## config.mk

```make
export PLATFORM = sky130hd
export DESIGN_NAME = tmw_input_word
export DESIGN_NICKNAME = d
export VERILOG_FILES = /design/src/include/tmw_pkg.sv /design/src/hw/tmw_input_word.sv
export SDC_FILE = /design/constraint.sdc
export NUM_CORES = 1
export LEC_CHECK = 0
export ABC_AREA = 1
export BUFFER_PORTS_ARGS = -buffer_cell sky130_fd_sc_hd__buf_2
export CORE_ASPECT_RATIO = 1.4
export CORE_UTILIZATION = 41
export CTS_CLUSTER_DIAMETER = 60
export DETAILED_ROUTE_END_ITERATION = 7
export PLACE_DENSITY_LB_ADDON = 0.15
export SETUP_SLACK_MARGIN = 0.3
export SLEW_MARGIN = 20
export SYNTH_ARGS = -nofsm -noshare
export SYNTH_HDL_FRONTEND = slang
export SYNTH_SLANG_ARGS = --single-unit
```

## constraint.sdc

```tcl
create_clock -name core_clk_in -period 33.8 [get_ports core_clk_in]
set_input_delay 1.69 -clock core_clk_in [delete_from_list [all_inputs] [get_ports core_clk_in]]
set_output_delay 1.69 -clock core_clk_in [all_outputs]
set_load 0.1 [all_outputs]
```

## src/include/tmw_pkg.sv

```systemverilog
// package for the multiplexed temperature input word block
package tmw_pkg;
   localparam int          NUM_CH          = 4;
   localparam int          CLK_MHZ         = 250;
   localparam int          SAMPLE_MS       = 1400;
   localparam longint      SAMPLE_CYCLES   = longint'(SAMPLE_MS) * longint'(CLK_MHZ) * 64'd1000;
   localparam longint      SLOT_CYCLES     = SAMPLE_CYCLES / longint'(NUM_CH);
   localparam int          F_MUL           = 9;
   localparam int          F_DIV           = 5;
   localparam int          F_OFFSET        = 320;
   localparam int          SM_MAX          = 32767;
   localparam int          TC_MIN          = -32768;
   localparam logic [15:0] SIGN_BIT        = 16'h8000;

   // register byte offsets
   localparam logic [7:0]  OFS_CTRL        = 8'h00;
   localparam logic [7:0]  OFS_STATUS      = 8'h04;
   localparam logic [7:0]  OFS_IRQ_STAT    = 8'h08;
   localparam logic [7:0]  OFS_IRQ_MASK    = 8'h0c;
   localparam logic [7:0]  OFS_IMAGE       = 8'h10;
   localparam logic [7:0]  OFS_CH_DATA     = 8'h14;

   // control bit positions
   localparam int          CTRL_ENABLE     = 0;
   localparam int          CTRL_FAHR       = 1;
   localparam int          CTRL_TWOS       = 2;
   localparam int          CTRL_VOLT       = 3;
   localparam int          CTRL_W          = 4;
   localparam logic [3:0]  CTRL_RST        = 4'h1;

   // interrupt bit positions
   localparam int          IRQ_CONV        = 0;
   localparam int          IRQ_OPEN        = 1;
   localparam int          IRQ_CYCLE       = 2;
   localparam int          IRQ_W           = 3;
   localparam logic [2:0]  IRQ_RST         = 3'h0;

   localparam logic [1:0]  RESP_OKAY       = 2'b00;
   localparam logic [1:0]  RESP_SLVERR     = 2'b10;

   // conversion result from the converter
   typedef struct packed {
      logic [1:0]  chan;
      logic [15:0] value;
   } tmw_conv_t;

   // 32-point discrete input image
   typedef struct packed {
      logic [9:0]  zero;
      logic [3:0]  open_bits;
      logic [1:0]  chan;
      logic [15:0] data;
   } tmw_image_t;

   localparam tmw_image_t IMAGE_RST = '{zero: 10'h000, open_bits: 4'h0, chan: 2'b00,
                                        data: 16'h0000};
endpackage : tmw_pkg

```

## src/hw/tmw_input_word.sv

```systemverilog
// multiplexed four-channel temperature input word with axi4-lite registers
`timescale 1ns/1ps
//////////////////////////////////////////////////////////////////////////////////////////////
// Function
// - lowest sixteen image bits carry reported channel value, plain binary weights
// - two-bit channel code 00..11 names channel 1..4
// - open-input bit set while channel sensor is open, clear otherwise
// - open bits need be valid only in multiplexed reading
// - temperature reported directly in tenths of a degree
// - two's complement format offered besides magnitude plus sign
// - image holds sixteen data bits, two channel bits, four diagnostic bits
// - device appears as a 32-point discrete input unit
// - all four channels converted within each 1.4 second sampling cycle
// - voltage mode reports a 16-bit unsigned count 0 to 65535
// - temperature in fahrenheit or celsius by configuration
module tmw_input_word #(
   parameter longint SLOT_CYCLES_P = tmw_pkg::SLOT_CYCLES
) (
   input  wire logic               core_clk_in,
   input  wire logic               rst_n_in,
   input  wire logic [7:0]         s_axi_awaddr_in,
   input  wire logic               s_axi_awvalid_in,
   output      logic               s_axi_awready_out,
   input  wire logic [31:0]        s_axi_wdata_in,
   input  wire logic [3:0]         s_axi_wstrb_in,
   input  wire logic               s_axi_wvalid_in,
   output      logic               s_axi_wready_out,
   output      logic [1:0]         s_axi_bresp_out,
   output      logic               s_axi_bvalid_out,
   input  wire logic               s_axi_bready_in,
   input  wire logic [7:0]         s_axi_araddr_in,
   input  wire logic               s_axi_arvalid_in,
   output      logic               s_axi_arready_out,
   output      logic [31:0]        s_axi_rdata_out,
   output      logic [1:0]         s_axi_rresp_out,
   output      logic               s_axi_rvalid_out,
   input  wire logic               s_axi_rready_in,
   output      logic               conv_start_out,
   output      logic [1:0]         conv_chan_out,
   input  wire logic               conv_done_in,
   input  wire tmw_pkg::tmw_conv_t conv_res_in,
   input  wire logic [3:0]         open_pin_in,
   output      tmw_pkg::tmw_image_t image_out,
   output      logic               irq_out
);
   import tmw_pkg::*;

   // a single-cycle slot never reaches the channel step, so two is the least
   if (SLOT_CYCLES_P < 2 || SLOT_CYCLES_P > 64'hffff_ffff) begin : g_bad_slot
      $error("slot cycle count out of range");
   end

   //////////////////////////////////////////////////////////////////////////////////////////
   // formatting
   function automatic logic [15:0] tmw_format(input logic [15:0] raw,
                                              input logic [CTRL_W-1:0] ctrl);
      logic signed [31:0] t;
      logic [15:0]        r;
      t = 32'(signed'(raw));
      r = raw;
      if (!ctrl[CTRL_VOLT]) begin
         if (ctrl[CTRL_FAHR]) begin
            t = (t * F_MUL) / F_DIV + F_OFFSET;
         end
         if (t > SM_MAX) begin
            t = SM_MAX;
         end
         if (ctrl[CTRL_TWOS]) begin
            if (t < TC_MIN) begin
               t = TC_MIN;
            end
            r = t[15:0];
         end else begin
            if (t < -SM_MAX) begin
               t = -SM_MAX;
            end
            if (t < 0) begin
               r = SIGN_BIT | 16'((-t) & SM_MAX);
            end else begin
               r = t[15:0];
            end
         end
      end
      return r;
   endfunction : tmw_format

   function automatic logic [31:0] tmw_wmask(input logic [31:0] old_v,
                                             input logic [31:0] new_v,
                                             input logic [3:0]  strb);
      logic [31:0] v;
      v = old_v;
      for (int i = 0; i < 4; i++) begin
         if (strb[i]) begin
            v[8*i +: 8] = new_v[8*i +: 8];
         end
      end
      return v;
   endfunction : tmw_wmask

   //////////////////////////////////////////////////////////////////////////////////////////
   // declarations
   logic [CTRL_W-1:0] ctrl_reg;
   logic [IRQ_W-1:0]  irq_stat_reg;
   logic [IRQ_W-1:0]  irq_mask_reg;
   logic [IRQ_W-1:0]  irq_set;
   logic [IRQ_W-1:0]  irq_clr;
   logic [3:0]        open_meta_reg;
   logic [3:0]        open_sync_reg;
   logic [3:0]        open_prev_reg;
   logic [15:0]       data_reg [NUM_CH];
   logic [1:0]        cur_chan_reg;
   logic [3:0]        done_seen_reg;
   logic [3:0]        done_seen_next;
   logic [31:0]       slot_cnt_reg;
   logic [1:0]        sched_chan_reg;
   logic              start_reg;
   logic              aw_hold_reg;
   logic              w_hold_reg;
   logic [7:0]        awaddr_reg;
   logic [31:0]       wdata_reg;
   logic [3:0]        wstrb_reg;
   logic              bvalid_reg;
   logic [1:0]        bresp_reg;
   logic              rvalid_reg;
   logic [31:0]       rdata_reg;
   logic [1:0]        rresp_reg;
   logic              do_write;
   logic              ar_take;
   tmw_image_t        image_reg;

   //////////////////////////////////////////////////////////////////////////////////////////
   // open-input pin synchroniser
   always_ff @(posedge core_clk_in) begin
      if (!rst_n_in) begin
         open_meta_reg <= 4'h0;
         open_sync_reg <= 4'h0;
         open_prev_reg <= 4'h0;
      end else begin
         open_meta_reg <= open_pin_in;
         open_sync_reg <= open_meta_reg;
         open_prev_reg <= open_sync_reg;
      end
   end

   //////////////////////////////////////////////////////////////////////////////////////////
   // conversion scheduler, one slot per channel
   always_ff @(posedge core_clk_in) begin
      if (!rst_n_in) begin
         slot_cnt_reg   <= 32'h0000_0000;
         sched_chan_reg <= 2'b00;
         start_reg      <= 1'b0;
      end else begin
         start_reg <= 1'b0;
         if (!ctrl_reg[CTRL_ENABLE]) begin
            slot_cnt_reg   <= 32'h0000_0000;
            sched_chan_reg <= 2'b00;
         end else if (slot_cnt_reg == 32'h0000_0000) begin
            start_reg    <= 1'b1;
            slot_cnt_reg <= 32'(SLOT_CYCLES_P - 1);
         end else begin
            slot_cnt_reg <= slot_cnt_reg - 32'h0000_0001;
            if (slot_cnt_reg == 32'h0000_0001) begin
               sched_chan_reg <= sched_chan_reg + 2'b01;
            end
         end
      end
   end

   assign conv_start_out = start_reg;
   assign conv_chan_out  = sched_chan_reg;

   //////////////////////////////////////////////////////////////////////////////////////////
   // per-channel results and reported channel
   always_comb begin
      done_seen_next = done_seen_reg;
      if (conv_done_in) begin
         done_seen_next[conv_res_in.chan] = 1'b1;
      end
   end

   always_ff @(posedge core_clk_in) begin
      if (!rst_n_in) begin
         for (int i = 0; i < NUM_CH; i++) begin
            data_reg[i] <= 16'h0000;
         end
         cur_chan_reg  <= 2'b00;
         done_seen_reg <= 4'h0;
      end else if (conv_done_in) begin
         data_reg[conv_res_in.chan] <= tmw_format(conv_res_in.value, ctrl_reg);
         cur_chan_reg               <= conv_res_in.chan;
         done_seen_reg              <= (done_seen_next == 4'hf) ? 4'h0 : done_seen_next;
      end
   end

   //////////////////////////////////////////////////////////////////////////////////////////
   // input image, whole word loaded in one cycle
   always_ff @(posedge core_clk_in) begin
      if (!rst_n_in) begin
         image_reg <= IMAGE_RST;
      end else begin
         image_reg.zero      <= 10'h000;
         image_reg.open_bits <= open_sync_reg;
         image_reg.chan      <= cur_chan_reg;
         image_reg.data      <= data_reg[cur_chan_reg];
      end
   end

   assign image_out = image_reg;

   //////////////////////////////////////////////////////////////////////////////////////////
   // interrupts
   always_comb begin
      irq_set            = '0;
      irq_set[IRQ_CONV]  = conv_done_in;
      irq_set[IRQ_OPEN]  = |(open_sync_reg & ~open_prev_reg);
      irq_set[IRQ_CYCLE] = conv_done_in && (done_seen_next == 4'hf);
      irq_clr            = '0;
      if (do_write && awaddr_reg == OFS_IRQ_STAT && wstrb_reg[0]) begin
         irq_clr = wdata_reg[IRQ_W-1:0];
      end
   end

   always_ff @(posedge core_clk_in) begin
      if (!rst_n_in) begin
         irq_stat_reg <= IRQ_RST;
      end else begin
         irq_stat_reg <= (irq_stat_reg & ~irq_clr) | irq_set;
      end
   end

   assign irq_out = |(irq_stat_reg & irq_mask_reg);

   //////////////////////////////////////////////////////////////////////////////////////////
   // axi4-lite write channel
   assign s_axi_awready_out = !aw_hold_reg && !bvalid_reg;
   assign s_axi_wready_out  = !w_hold_reg && !bvalid_reg;
   assign do_write          = aw_hold_reg && w_hold_reg && !bvalid_reg;

   always_ff @(posedge core_clk_in) begin
      if (!rst_n_in) begin
         aw_hold_reg <= 1'b0;
         w_hold_reg  <= 1'b0;
         awaddr_reg  <= 8'h00;
         wdata_reg   <= 32'h0000_0000;
         wstrb_reg   <= 4'h0;
         bvalid_reg  <= 1'b0;
         bresp_reg   <= RESP_OKAY;
      end else begin
         if (s_axi_awvalid_in && s_axi_awready_out) begin
            aw_hold_reg <= 1'b1;
            awaddr_reg  <= s_axi_awaddr_in;
         end
         if (s_axi_wvalid_in && s_axi_wready_out) begin
            w_hold_reg <= 1'b1;
            wdata_reg  <= s_axi_wdata_in;
            wstrb_reg  <= s_axi_wstrb_in;
         end
         if (do_write) begin
            aw_hold_reg <= 1'b0;
            w_hold_reg  <= 1'b0;
            bvalid_reg  <= 1'b1;
            bresp_reg   <= (awaddr_reg == OFS_CTRL || awaddr_reg == OFS_IRQ_STAT ||
                            awaddr_reg == OFS_IRQ_MASK) ? RESP_OKAY : RESP_SLVERR;
         end else if (bvalid_reg && s_axi_bready_in) begin
            bvalid_reg <= 1'b0;
         end
      end
   end

   assign s_axi_bvalid_out = bvalid_reg;
   assign s_axi_bresp_out  = bresp_reg;

   always_ff @(posedge core_clk_in) begin
      if (!rst_n_in) begin
         ctrl_reg     <= CTRL_RST;
         irq_mask_reg <= IRQ_RST;
      end else if (do_write) begin
         if (awaddr_reg == OFS_CTRL) begin
            ctrl_reg <= CTRL_W'(tmw_wmask(32'(ctrl_reg), wdata_reg, wstrb_reg));
         end
         if (awaddr_reg == OFS_IRQ_MASK) begin
            irq_mask_reg <= IRQ_W'(tmw_wmask(32'(irq_mask_reg), wdata_reg, wstrb_reg));
         end
      end
   end

   //////////////////////////////////////////////////////////////////////////////////////////
   // axi4-lite read channel
   assign s_axi_arready_out = !rvalid_reg;
   assign ar_take           = s_axi_arvalid_in && !rvalid_reg;

   always_ff @(posedge core_clk_in) begin
      if (!rst_n_in) begin
         rvalid_reg <= 1'b0;
         rdata_reg  <= 32'h0000_0000;
         rresp_reg  <= RESP_OKAY;
      end else if (ar_take) begin
         rvalid_reg <= 1'b1;
         rresp_reg  <= RESP_OKAY;
         rdata_reg  <= 32'h0000_0000;
         case (s_axi_araddr_in)
            OFS_CTRL: begin
               rdata_reg <= 32'(ctrl_reg);
            end
            OFS_STATUS: begin
               rdata_reg <= {24'h00_0000, done_seen_reg, open_sync_reg};
            end
            OFS_IRQ_STAT: begin
               rdata_reg <= 32'(irq_stat_reg);
            end
            OFS_IRQ_MASK: begin
               rdata_reg <= 32'(irq_mask_reg);
            end
            OFS_IMAGE: begin
               rdata_reg <= image_reg;
            end
            OFS_CH_DATA, OFS_CH_DATA + 8'h04, OFS_CH_DATA + 8'h08, OFS_CH_DATA + 8'h0c: begin
               rdata_reg <= {16'h0000, data_reg[2'((s_axi_araddr_in - OFS_CH_DATA) >> 2)]};
            end
            default: begin
               rresp_reg <= RESP_SLVERR;
            end
         endcase
      end else if (rvalid_reg && s_axi_rready_in) begin
         rvalid_reg <= 1'b0;
      end
   end

   assign s_axi_rvalid_out = rvalid_reg;
   assign s_axi_rdata_out  = rdata_reg;
   assign s_axi_rresp_out  = rresp_reg;
endmodule : tmw_input_word

```

# ---- Yosys cells after proc, flatten, opt, wreduce, memory -nomap -nowiden
# Memory sizes are Yosys's and may differ from the RTL's. A register that Yosys moved wholly into a read port is not among the register bits.
# Index checks and enable logic that the tools add are counted.
dict set report totals {
  output_inout_bits 77
  memories 1
  word_cells 136
  regBits 128
  inputBits 82
  mem_bits_rw 64
}
dict set report classes {
  bitwise_logic 10
  reduce_logical 36
  n_mux 40
  eq_ne 12
  order_cmp 6
  multipliers 1
  div 1
  n_addsub 5
}
# name words word_bits rd rd_clocked_by_memory_dff wr line
set memory_table {}
lappend memory_table {data_reg 4 16 2 1 4 tmw_input_word.sv:110} ;# logic [15:0] data_reg [NUM_CH];
# operator n
set op_table {}
lappend op_table {{32-bit two-way mux} 13}
lappend op_table {{32-bit case mux with 6 select lines} 1}
lappend op_table {{16-bit two-way mux} 7}
lappend op_table {{32-bit by 16-bit less-than comparator with 1-bit output (second input constant)} 2}
lappend op_table {{32-bit by 10-bit adder with 32-bit output (second input constant)} 1}
lappend op_table {{32-bit by 4-bit divider with 32-bit output (second input constant)} 1}
lappend op_table {{32-bit by 1-bit == test with 1-bit output (second input constant)} 1}
lappend op_table {{8-bit by 4-bit == test with 1-bit output (second input constant)} 4}
lappend op_table {{8-bit by 5-bit == test with 1-bit output (second input constant)} 4}
lappend op_table {{32-bit by 16-bit > comparator with 1-bit output (second input constant)} 1}
lappend op_table {{32-bit zero test} 1}
lappend op_table {{32-bit by 1-bit less-than comparator with 1-bit output (second input constant)} 1}
lappend op_table {{32-bit by 1-bit subtractor with 32-bit output (second input constant)} 1}
lappend op_table {{27-bit two-way mux} 1}
lappend op_table {{16-bit by 5-bit multiplier with 21-bit output (second input constant)} 1}
lappend op_table {{8-bit zero test} 2}
lappend op_table {{16-bit OR reduction} 1}
lappend op_table {{15-bit negator} 1}
lappend op_table {{1-bit logical AND} 13}
lappend op_table {{1-bit two-way mux} 11}
lappend op_table {{9-bit OR reduction} 1}
lappend op_table {{8-bit by 3-bit == test with 1-bit output (second input constant)} 1}
lappend op_table {{8-bit by 6-bit == test with 1-bit output (second input constant)} 1}
lappend op_table {{4-bit two-way mux} 2}
lappend op_table {{23 further kinds} 38}

# ---- Logic depth before layout (Yosys ltp)
# Gate-level depths: netlist (run 1).
dict set report logic_depth {
  ltp_word 25
  depth_mapped 147
  ltp_nobuf 146
}

# ---- Worst setup path before layout (run 1)
# No wires, ideal clock.
dict set report synth_path {
  kind {input port to flip-flop}
  from {in conv_res_in[1] (netlist name)}
  to {mem data_reg[1][2], data pin}
  slack_ns 19.600
  t_required_ns 33.659
  arrival_ns 14.059
  path_buffers 2
  path_stages 130
  setup_ns 0.141
  cell_sequence {ha_1 ha_1 inv_1 fa_1 inv_2 nor2_1 nand3_1 nor2_1 nand2_1 nor2_2 nand2_1 nor2_1 nand3_1 nand2_2 nand3_2 nand2_4 inv_1 nor2_2 [94 not listed] buf_6 nand2_1 nor4_1 nand2_1 o41ai_1 ha_1 clkinv_1 buf_4 nand2_1 ha_1 or2_2 a21oi_1 o21ai_0 nand3_1 nand2_1 nor2_2 inv_2 nor2_1}
}
# item line
set synth_rtl {}
lappend synth_rtl {{start: declaration} tmw_input_word.sv:41} ;# input wire tmw_pkg::tmw_conv_t conv_res_in,
lappend synth_rtl {{end: declaration} tmw_input_word.sv:110}

==> results of run 1 <==
layout make-up:
| type | count | area (µm²) | area share |
|---|---|---|---|
| clock buffers | 17 | 425 | 0.0269 |
| clock inverters | 15 | 189 | 0.0119 |
| inverters | 313 | 1240 | 0.0782 |
| multi-input cells | 1598 | 8450 | 0.534 |
| flip-flops and latches | 186 | 4360 | 0.276 |
| well taps | 456 | 571 | 0.0360 |
| repair buffers | 114 | 593 | 0.0375 |
layer usage:
metal	up-vias	routed length (µm)	global-route usage
li1	7072	-	-
met1	6259	15500	0.229
met2	258	21200	0.429
met3	75	1370	0.0288
met4	4	1160	0.0904
met5	-	23	0
through the flow:
| step | hold WS [ns] | cell area [µm²] | instances | utilization |
|---|---|---|---|---|
| after floorplan | 0.390 | 14600 | 2176 | - |
| after global routing | 0.448 | 15800 | 2699 | 0.454 |
| after CTS | 0.421 | 15800 | 2699 | 0.454 |
| final | 0.418 | 15800 | 2699 | 0.454 |
| after detailed placement | 0.404 | 15200 | 2667 | 0.436 |
| after global placement | 0.401 | 15200 | 2667 | 0.436 |
worst register-to-register path, stage by stage, from the launching register on:
cell      delay (ns)
dfxtp_1         0.30
buf_4           0.21
inv_1           0.48
nor2_1          0.11
nand2_1         0.11
nand2_2         0.04
nor2_1          0.11
nand4_1         0.12
nand2_2         0.42
nand2_1         0.22
nor4_1          0.22
nand2_1         0.09
o41ai_1         0.26
ha_1            0.30
clkinv_1        0.50
nand3_1         0.33
inv_1           0.08
ha_1            0.22
or2_2           0.31
a21oi_1         0.13
o21ai_0         0.10
nand3_1         0.09
nand2_1         0.08
nor2_2          0.22
inv_2           0.08
nor2_1          0.08
how the worst max path moves through the flow:
stage	slack, ns	cells past startpoint	endpoint
after detailed placement	16.06	126	data_reg[1][2]$_SDFFCE_PN0P_
after CTS	16.47	126	data_reg[1][2]$_SDFFCE_PN0P_
after global routing	14.71	124	data_reg[0][2]$_SDFFCE_PN0P_
after floorplan	19.60	130	data_reg[1][2]$_SDFFCE_PN0P_
final	16.49	124	data_reg[1][2]$_SDFFCE_PN0P_
after global placement	16.36	126	data_reg[1][2]$_SDFFCE_PN0P_
cells by family after synthesis:
group,Yosys count,synth area share
multiplexers,1,0.000690
buffers and inverters,392,0.122
other,1,0.000259
adder cells (fa/ha/maj),46,0.0402
AO/OA/AOI/OAI,356,0.136
AND/OR/NAND/NOR,1138,0.379
flip-flops,186,0.301
XOR/XNOR,35,0.0216
cell usage in the layout, fill, tap and decap left out, drive strengths merged, types with 5 or more instances in the layout:
master and count:
dfxtp 122, clkinv 11, nand2 576, a31oi 7, clkbuf 17, a22o 8, edfxtp 64, nor3 20
conb 22, or2 13, and2 6, ha 45, o21ai 156, inv 312, nand4 27, nand3b 5
nor2 283, nand3 200, buf 114, nor4 8, o211ai 12, a21oi 150, xor2 31, o21a 6
==> summary by stage, run 1 <==
Clock network
The number of gates resized after CTS was 0. Clock latency on the worst-skew pair, taken at its later pin, is about 0.45 ns. The clock transition at the registers of the reported paths is 0.08 ns.

The number of levels in the clock H-tree is 4. The total number of clock tree sinks is 186. The maximum count of clock buffers along a single path is 2. Hold repair after CTS inserted 0 buffers. Post-CTS timing repair inserted 0 buffers for setup. The total CTS buffers is 17. The tree is rooted in a clkbuf_16.

The CTS tree is yes.

STA
The count of pins over their slew limit was 0. The total count of hold-check failures in the final report is 0. At the pin with the least slew margin, the transition time is 0.949 ns. For the final database, setup skew stands at 0.0123 ns. In this run the tightest slew margin relative to its limit is 0.363. Dividing the final minimum period by the clock period gives 0.512. The routed design could run at a clock period as short as between 15 and 20 ns. The setup TNS is 0 ns. Setup violations remaining at the end of the flow were counted as 0. Setup repair after global routing left no endpoint under its margin. The maximum operating frequency is 57.8 MHz. Setup slack on the critical path of the routed design comes to 16.49 ns.

Route
For this run, the detailed router's first-pass iteration total came to 5. The detailed-route DRC error count is 0. After detailed routing, the number of vias per cell comes to between 5 and 6. After detailed routing, the average wire length per cell comes to around 15 µm. The first routing iteration left 808 violations. Summed over all layers, the routed wires come to approximately 40000 µm. The count of nets left with antenna violations once routing finished came out at 0. For this block, the via count after detailed routing is 13700.

Critical path
STA classifies the critical path startpoint as an input port. The worst register-to-register path ends at data_reg[1][2]$_SDFFCE_PN0P_. The critical path data arrival time is 17.59 ns. The largest incremental delay on the critical path is 0.50 ns. The critical path start-end classification is input port to flip-flop. STA puts the critical path data required time at approximately 34 ns. Grouping stages by cell kind, the critical path spends the most delay in simple AND/OR/NAND/NOR gates.

The number of cells on the worst reg-to-reg path is 25. The setup slack of the most critical reg-to-reg path is roughly 28 ns. The cell repeated most along the worst path is nand2_2.

STA classifies the critical path endpoint as a flip-flop. The number of buffers and inverters on the critical path is 20. The launch point of the worst path is conv_res_in[4]. The critical-path maximum fanout is 36. The worst register-to-register path begins at ctrl_reg[1]$_SDFFE_PN0P_.

The slowest stage of the critical path is the clkinv_1 cell.

Yosys
The area share of the leading cell type in the synthesized netlist is 0.168. Of the synthesized area, sequential elements account for 0.301. The count of flip-flops with a built-in enable after synthesis is 64.

The post-synthesis average cell area is 6.73 µm². The dominant cell type by area after synthesis is dfxtp_1. The leading cell type by number of instances after synthesis is nand2_1. After synthesis, the most frequently instantiated cells are nand2_1, nor2_1, inv_1, nand3_1, a21oi_1. The count of cell types in the netlist is 63. Ranked by total cell area, the synthesized netlist is headed by dfxtp_1, edfxtp_1, nand2_1.

The number of storage elements in the synthesis netlist is 186. In the synthesized netlist, the number of instances is 2155. For this run, asynchronously set or reset flops after synthesis account for 0. In the synthesized netlist the dominant register cell turns out to be dfxtp_1. The Yosys warning count is 0. The synthesized netlist occupies a cell area of 14500 µm².

Global routing
Across every metal layer, demand over resource in global routing totals 0.218. Entering global routing, the biggest net connects approximately 50 pins. The overflow left after global routing is 0. The number of global-route vias before repair is 12900. The number of antenna violations at the first check in global routing is 2. The global-route wire length before repair is 63100 µm.

Place
The post-placement setup slack is 16.06 ns. During placement, the flow inserted port buffers numbering 105. The total half-perimeter wirelength after legalization and detailed placement is 30700 µm. At the end of routability-driven placement, the weighted congestion stood at 0.900.

Min path
The path class of the lowest-slack min-delay path is flip-flop to flip-flop. The hold path depth is 2. The worst hold path terminates at open_sync_reg[1]$_SDFF_PN0_. The worst hold path begins at open_meta_reg[1]$_SDFF_PN0_.

Layout
The repair_antennas step left the layout with diodes totalling 0. The number of fill cells is 3646. The register with the most flip-flops in the layout has between 60 and 70 of them. The fraction of layout cells with a size suffix above 1 is 0.191. Relative to the synthesized area, the layout overhead comes to 9.13%. The number of nets at the end of the flow is about 2400.

Die
The floorplan die width is 161 µm. The floorplan step defined a die boundary enclosing 36100 µm². The floorplan step set the die height to 225 µm. For this design the top-level I/O count stands at approximately 160. In this run the core area contains 81 standard-cell rows. After floorplanning, the core was sized to cover 34900 µm². The initial utilization of the core area, before any placement, comes to 0.416.

Run status
The flow ran to the end, and the final reports show no timing, DRC or antenna violations.

Job
The number of maximum-capacitance violations is 0.
Power of run 1 is left out: the tool's default activity adds up to more than one toggle a clock period on the data nets, which glitch-free logic cannot reach.
==> inputs of run 2 (changes only) <==
clock period = 15.7 ns   (was 33.8 ns; I/O delays follow)
==> run 2 against run 1 <==
  * Critical path depth increased by 8
  * Final area increased by 4.3%
  * Cell count up 1.3%
  * First-iteration DRC count is 11% lower
  * Via count increased by 1.8%
  * Global-route usage up 0.30 points
  * Count of clock-buffer cells in the layout rose by 2
  * Register-to-register slack got worse by 17 ns
  * Worst setup slack lost 15 ns
  * Utilization grew 1.9 points
  * Sequential share of layout area is 1.1 points lower
  * Critical endpoint is now data_reg[1][14]$_SDFFCE_PN0P_
  * Highest routed layer unchanged
==> summary by stage, run 2 (same netlist as run 1, synthesis figures left out) <==
Layout
In the layout the commonest cells are nand2_1, nor2_1, inv_1. Leaving out fill and tap cells, the most frequent cell in the layout is nand2_1. The area overhead of the layout relative to synthesis is 13.8%.

The number of flip-flops under the largest register name came to 64 (unchanged). The area taken by flip-flops and latches is 4360 µm² (unchanged). The number of fill cells is 3640 (-0.16%). The fraction of layout cells with a size suffix above 1 was 0.228 (+0.0374).

The number of antenna repair diodes is 0 (unchanged). The area of the multi-input gates is 8840 µm² (+4.6%). The number of nets at the end of the flow came to 2394 (+1.5%).

STA
The final critical-path required period is between 10 and 15 ns. The slew at the pin closest to its max-slew limit is 0.963 ns (+0.0140 ns). Setup repair after global routing left no endpoint under its margin. The count of pins over their slew limit was 0 (unchanged).

The final cycle utilization of the critical path is 0.909. The total count of hold-check failures in the final report is 0 (unchanged). The setup TNS is 0 ns (unchanged). The setup skew after layout is 0.0121 ns (-0.000202 ns). The relative slew slack is 0.354 (-0.00937). The maximum operating frequency is between 70 and 80 MHz.

The final-report setup violation count came to 0 (unchanged).

Run status
The run finished with clean final reports.

Global routing
The overall fraction of global-route tracks in use is 0.221 (+0.00296). The number of global-route vias before repair was 13300 (+3.2%). The global routing met3 resource utilization is 0.0297 (+0.000922). The global-route track usage on met1 is 0.229 (about the same). The global routing stage identified its most utilized layer as met2. The met2 routing resource usage after global routing is 0.437 (+0.00834). The pin count of the biggest net entering global routing is 51 (unchanged). The number of antenna violations at the first check in global routing came to 1 (-1). The global-route wire length before repair came to 64200 µm (+1.7%). The overflow left after global routing came to 0 (unchanged).

Critical path
The depth of the worst register-to-register path was 26 (+4.0%). The critical path data arrival time is 14.43 ns (-3.16 ns). The critical-path maximum fanout is 7 (-81%). The data required time at the worst endpoint is 15.87 ns (-18.22 ns).

The setup slack of the most critical reg-to-reg path is 11.36 ns (-17.07 ns). The cell repeated most along the worst path is nand2_4. STA classifies the critical path startpoint as an input port. The worst setup path is captured at a flip-flop. In this run the critical register-to-register path is captured at data_reg[1][14]$_SDFFCE_PN0P_. The worst reg2reg path startpoint is ctrl_reg[1]$_SDFFE_PN0P_.

The critical path is of the input port to flip-flop type. The largest incremental delay on the critical path is 0.52 ns (+0.02 ns). The highest-delay cell along the critical path is fa_2.

Route
The routed length per placed instance is 14.6 µm (+0.79%). The vias per cell is 5.09 (+0.47%). The initial detailed-routing violation count was 717 (-11%). The remaining number of nets flagged by the antenna check after routing is 0 (unchanged).

The via count came to 13900 (+1.8%). The detailed-route DRC error count is 0 (unchanged). The total length of routed wires is 40000 µm (+2.1%).

The detailed-router iteration count before antenna repair is 5 (unchanged).

Clock network
The number of levels in the clock H-tree came to 4 (unchanged). The total number of clock tree sinks was 186 (unchanged). The clock transition at the registers of the reported paths is 0.07 ns (about the same).

The count of hold-fix buffers inserted at cts is 0 (unchanged). The worst-skew pair later-pin latency came to 0.45 ns (about the same). TritonCTS built the clock tree. The buffer type at the clock tree root is clkbuf_16. The total CTS buffers is 17 (unchanged).

The maximum count of clock buffers along a single path is 2 (unchanged).

Die
The effective utilization at floorplan is 0.416 (unchanged). The die area is 36100 µm² (unchanged). The floorplan die width is 161 µm (unchanged). The y dimension of the die is 225 µm (unchanged).

The area of the core region is 34900 µm² (unchanged). The total number of placement rows is 81 (unchanged). The number of top-level pins was 159 (unchanged).

Min path
The hold path depth is 2 (unchanged). The path class of the lowest-slack min-delay path is flip-flop to flip-flop. The end point of the most critical hold path is open_sync_reg[3]$_SDFF_PN0_. The startpoint identified for the worst hold timing path is open_meta_reg[3]$_SDFF_PN0_.

Place
The final weighted congestion of routability-driven global placement is 0.870 (-3.4%). The total of buffers placed on input and output ports came to 105 (unchanged). The total half-perimeter wirelength after legalization and detailed placement came to 30900 µm (+0.72%).

Job
The number of maximum-capacitance violations is 0 (unchanged).
==> run 2: worst max path at each step <==
stage,startpoint,endpoint,depth (start not counted)
finish,conv_res_in[4],data_reg[1][14]$_SDFFCE_PN0P_,132
global route,conv_res_in[4],data_reg[1][10]$_SDFFCE_PN0P_,126
CTS,conv_res_in[4],data_reg[1][8]$_SDFFCE_PN0P_,128
detailed placement,conv_res_in[4],data_reg[1][8]$_SDFFCE_PN0P_,128
global placement,conv_res_in[4],data_reg[1][13]$_SDFFCE_PN0P_,131
floorplan,conv_res_in[1],data_reg[1][2]$_SDFFCE_PN0P_,130
==> run 2: timing repair <==
| action | 4_1_cts | 5_1_grt |
|---|---|---|
| setup buffers | 0 | 25 |
| setup endpoints to repair | 0 | 64 |
| resized for setup | 0 | 92 |
==> run 2: layout make-up <==
cell class	count	share of cell area
Multi-Input combinational cell	1598	0.536
Sequential cell	186	0.264
Inverter	313	0.0756
Tap cell	456	0.0346
Clock inverter	13	0.00887
Clock buffer	19	0.0275
Timing Repair Buffer	150	0.0534
==> run 2: routing by layer <==
metal	vias to the layer above	share of wire
met5	-	0.00035
met3	78	0.036
met4	2	0.032
li1	7154	-
met2	268	0.54
met1	6414	0.39
==> run 2: through the flow <==
stage,worst slack (ns),instance area (µm²),cells,utilization,hold slack (ns)
detailed placement,0.301,15300,2678,0.439,0.405
CTS,0.735,15900,2710,0.456,0.426
global route,0.138,16500,2735,0.473,0.440
floorplan,2.41,14600,2176,-,0.390
global placement,0.497,15300,2678,0.439,0.401
finish,1.43,16500,2735,0.473,0.422
==> run 2: worst max-delay path, delay by kind of cell <==
kind,cells,cell delay [ns]
fa+ha+maj,8,1.95
buf+inv,17,1.21
compound gates,3,0.64
simple gates,103,9.75
xor+xnor,1,0.06
Power of run 2 is left out for the same reason.
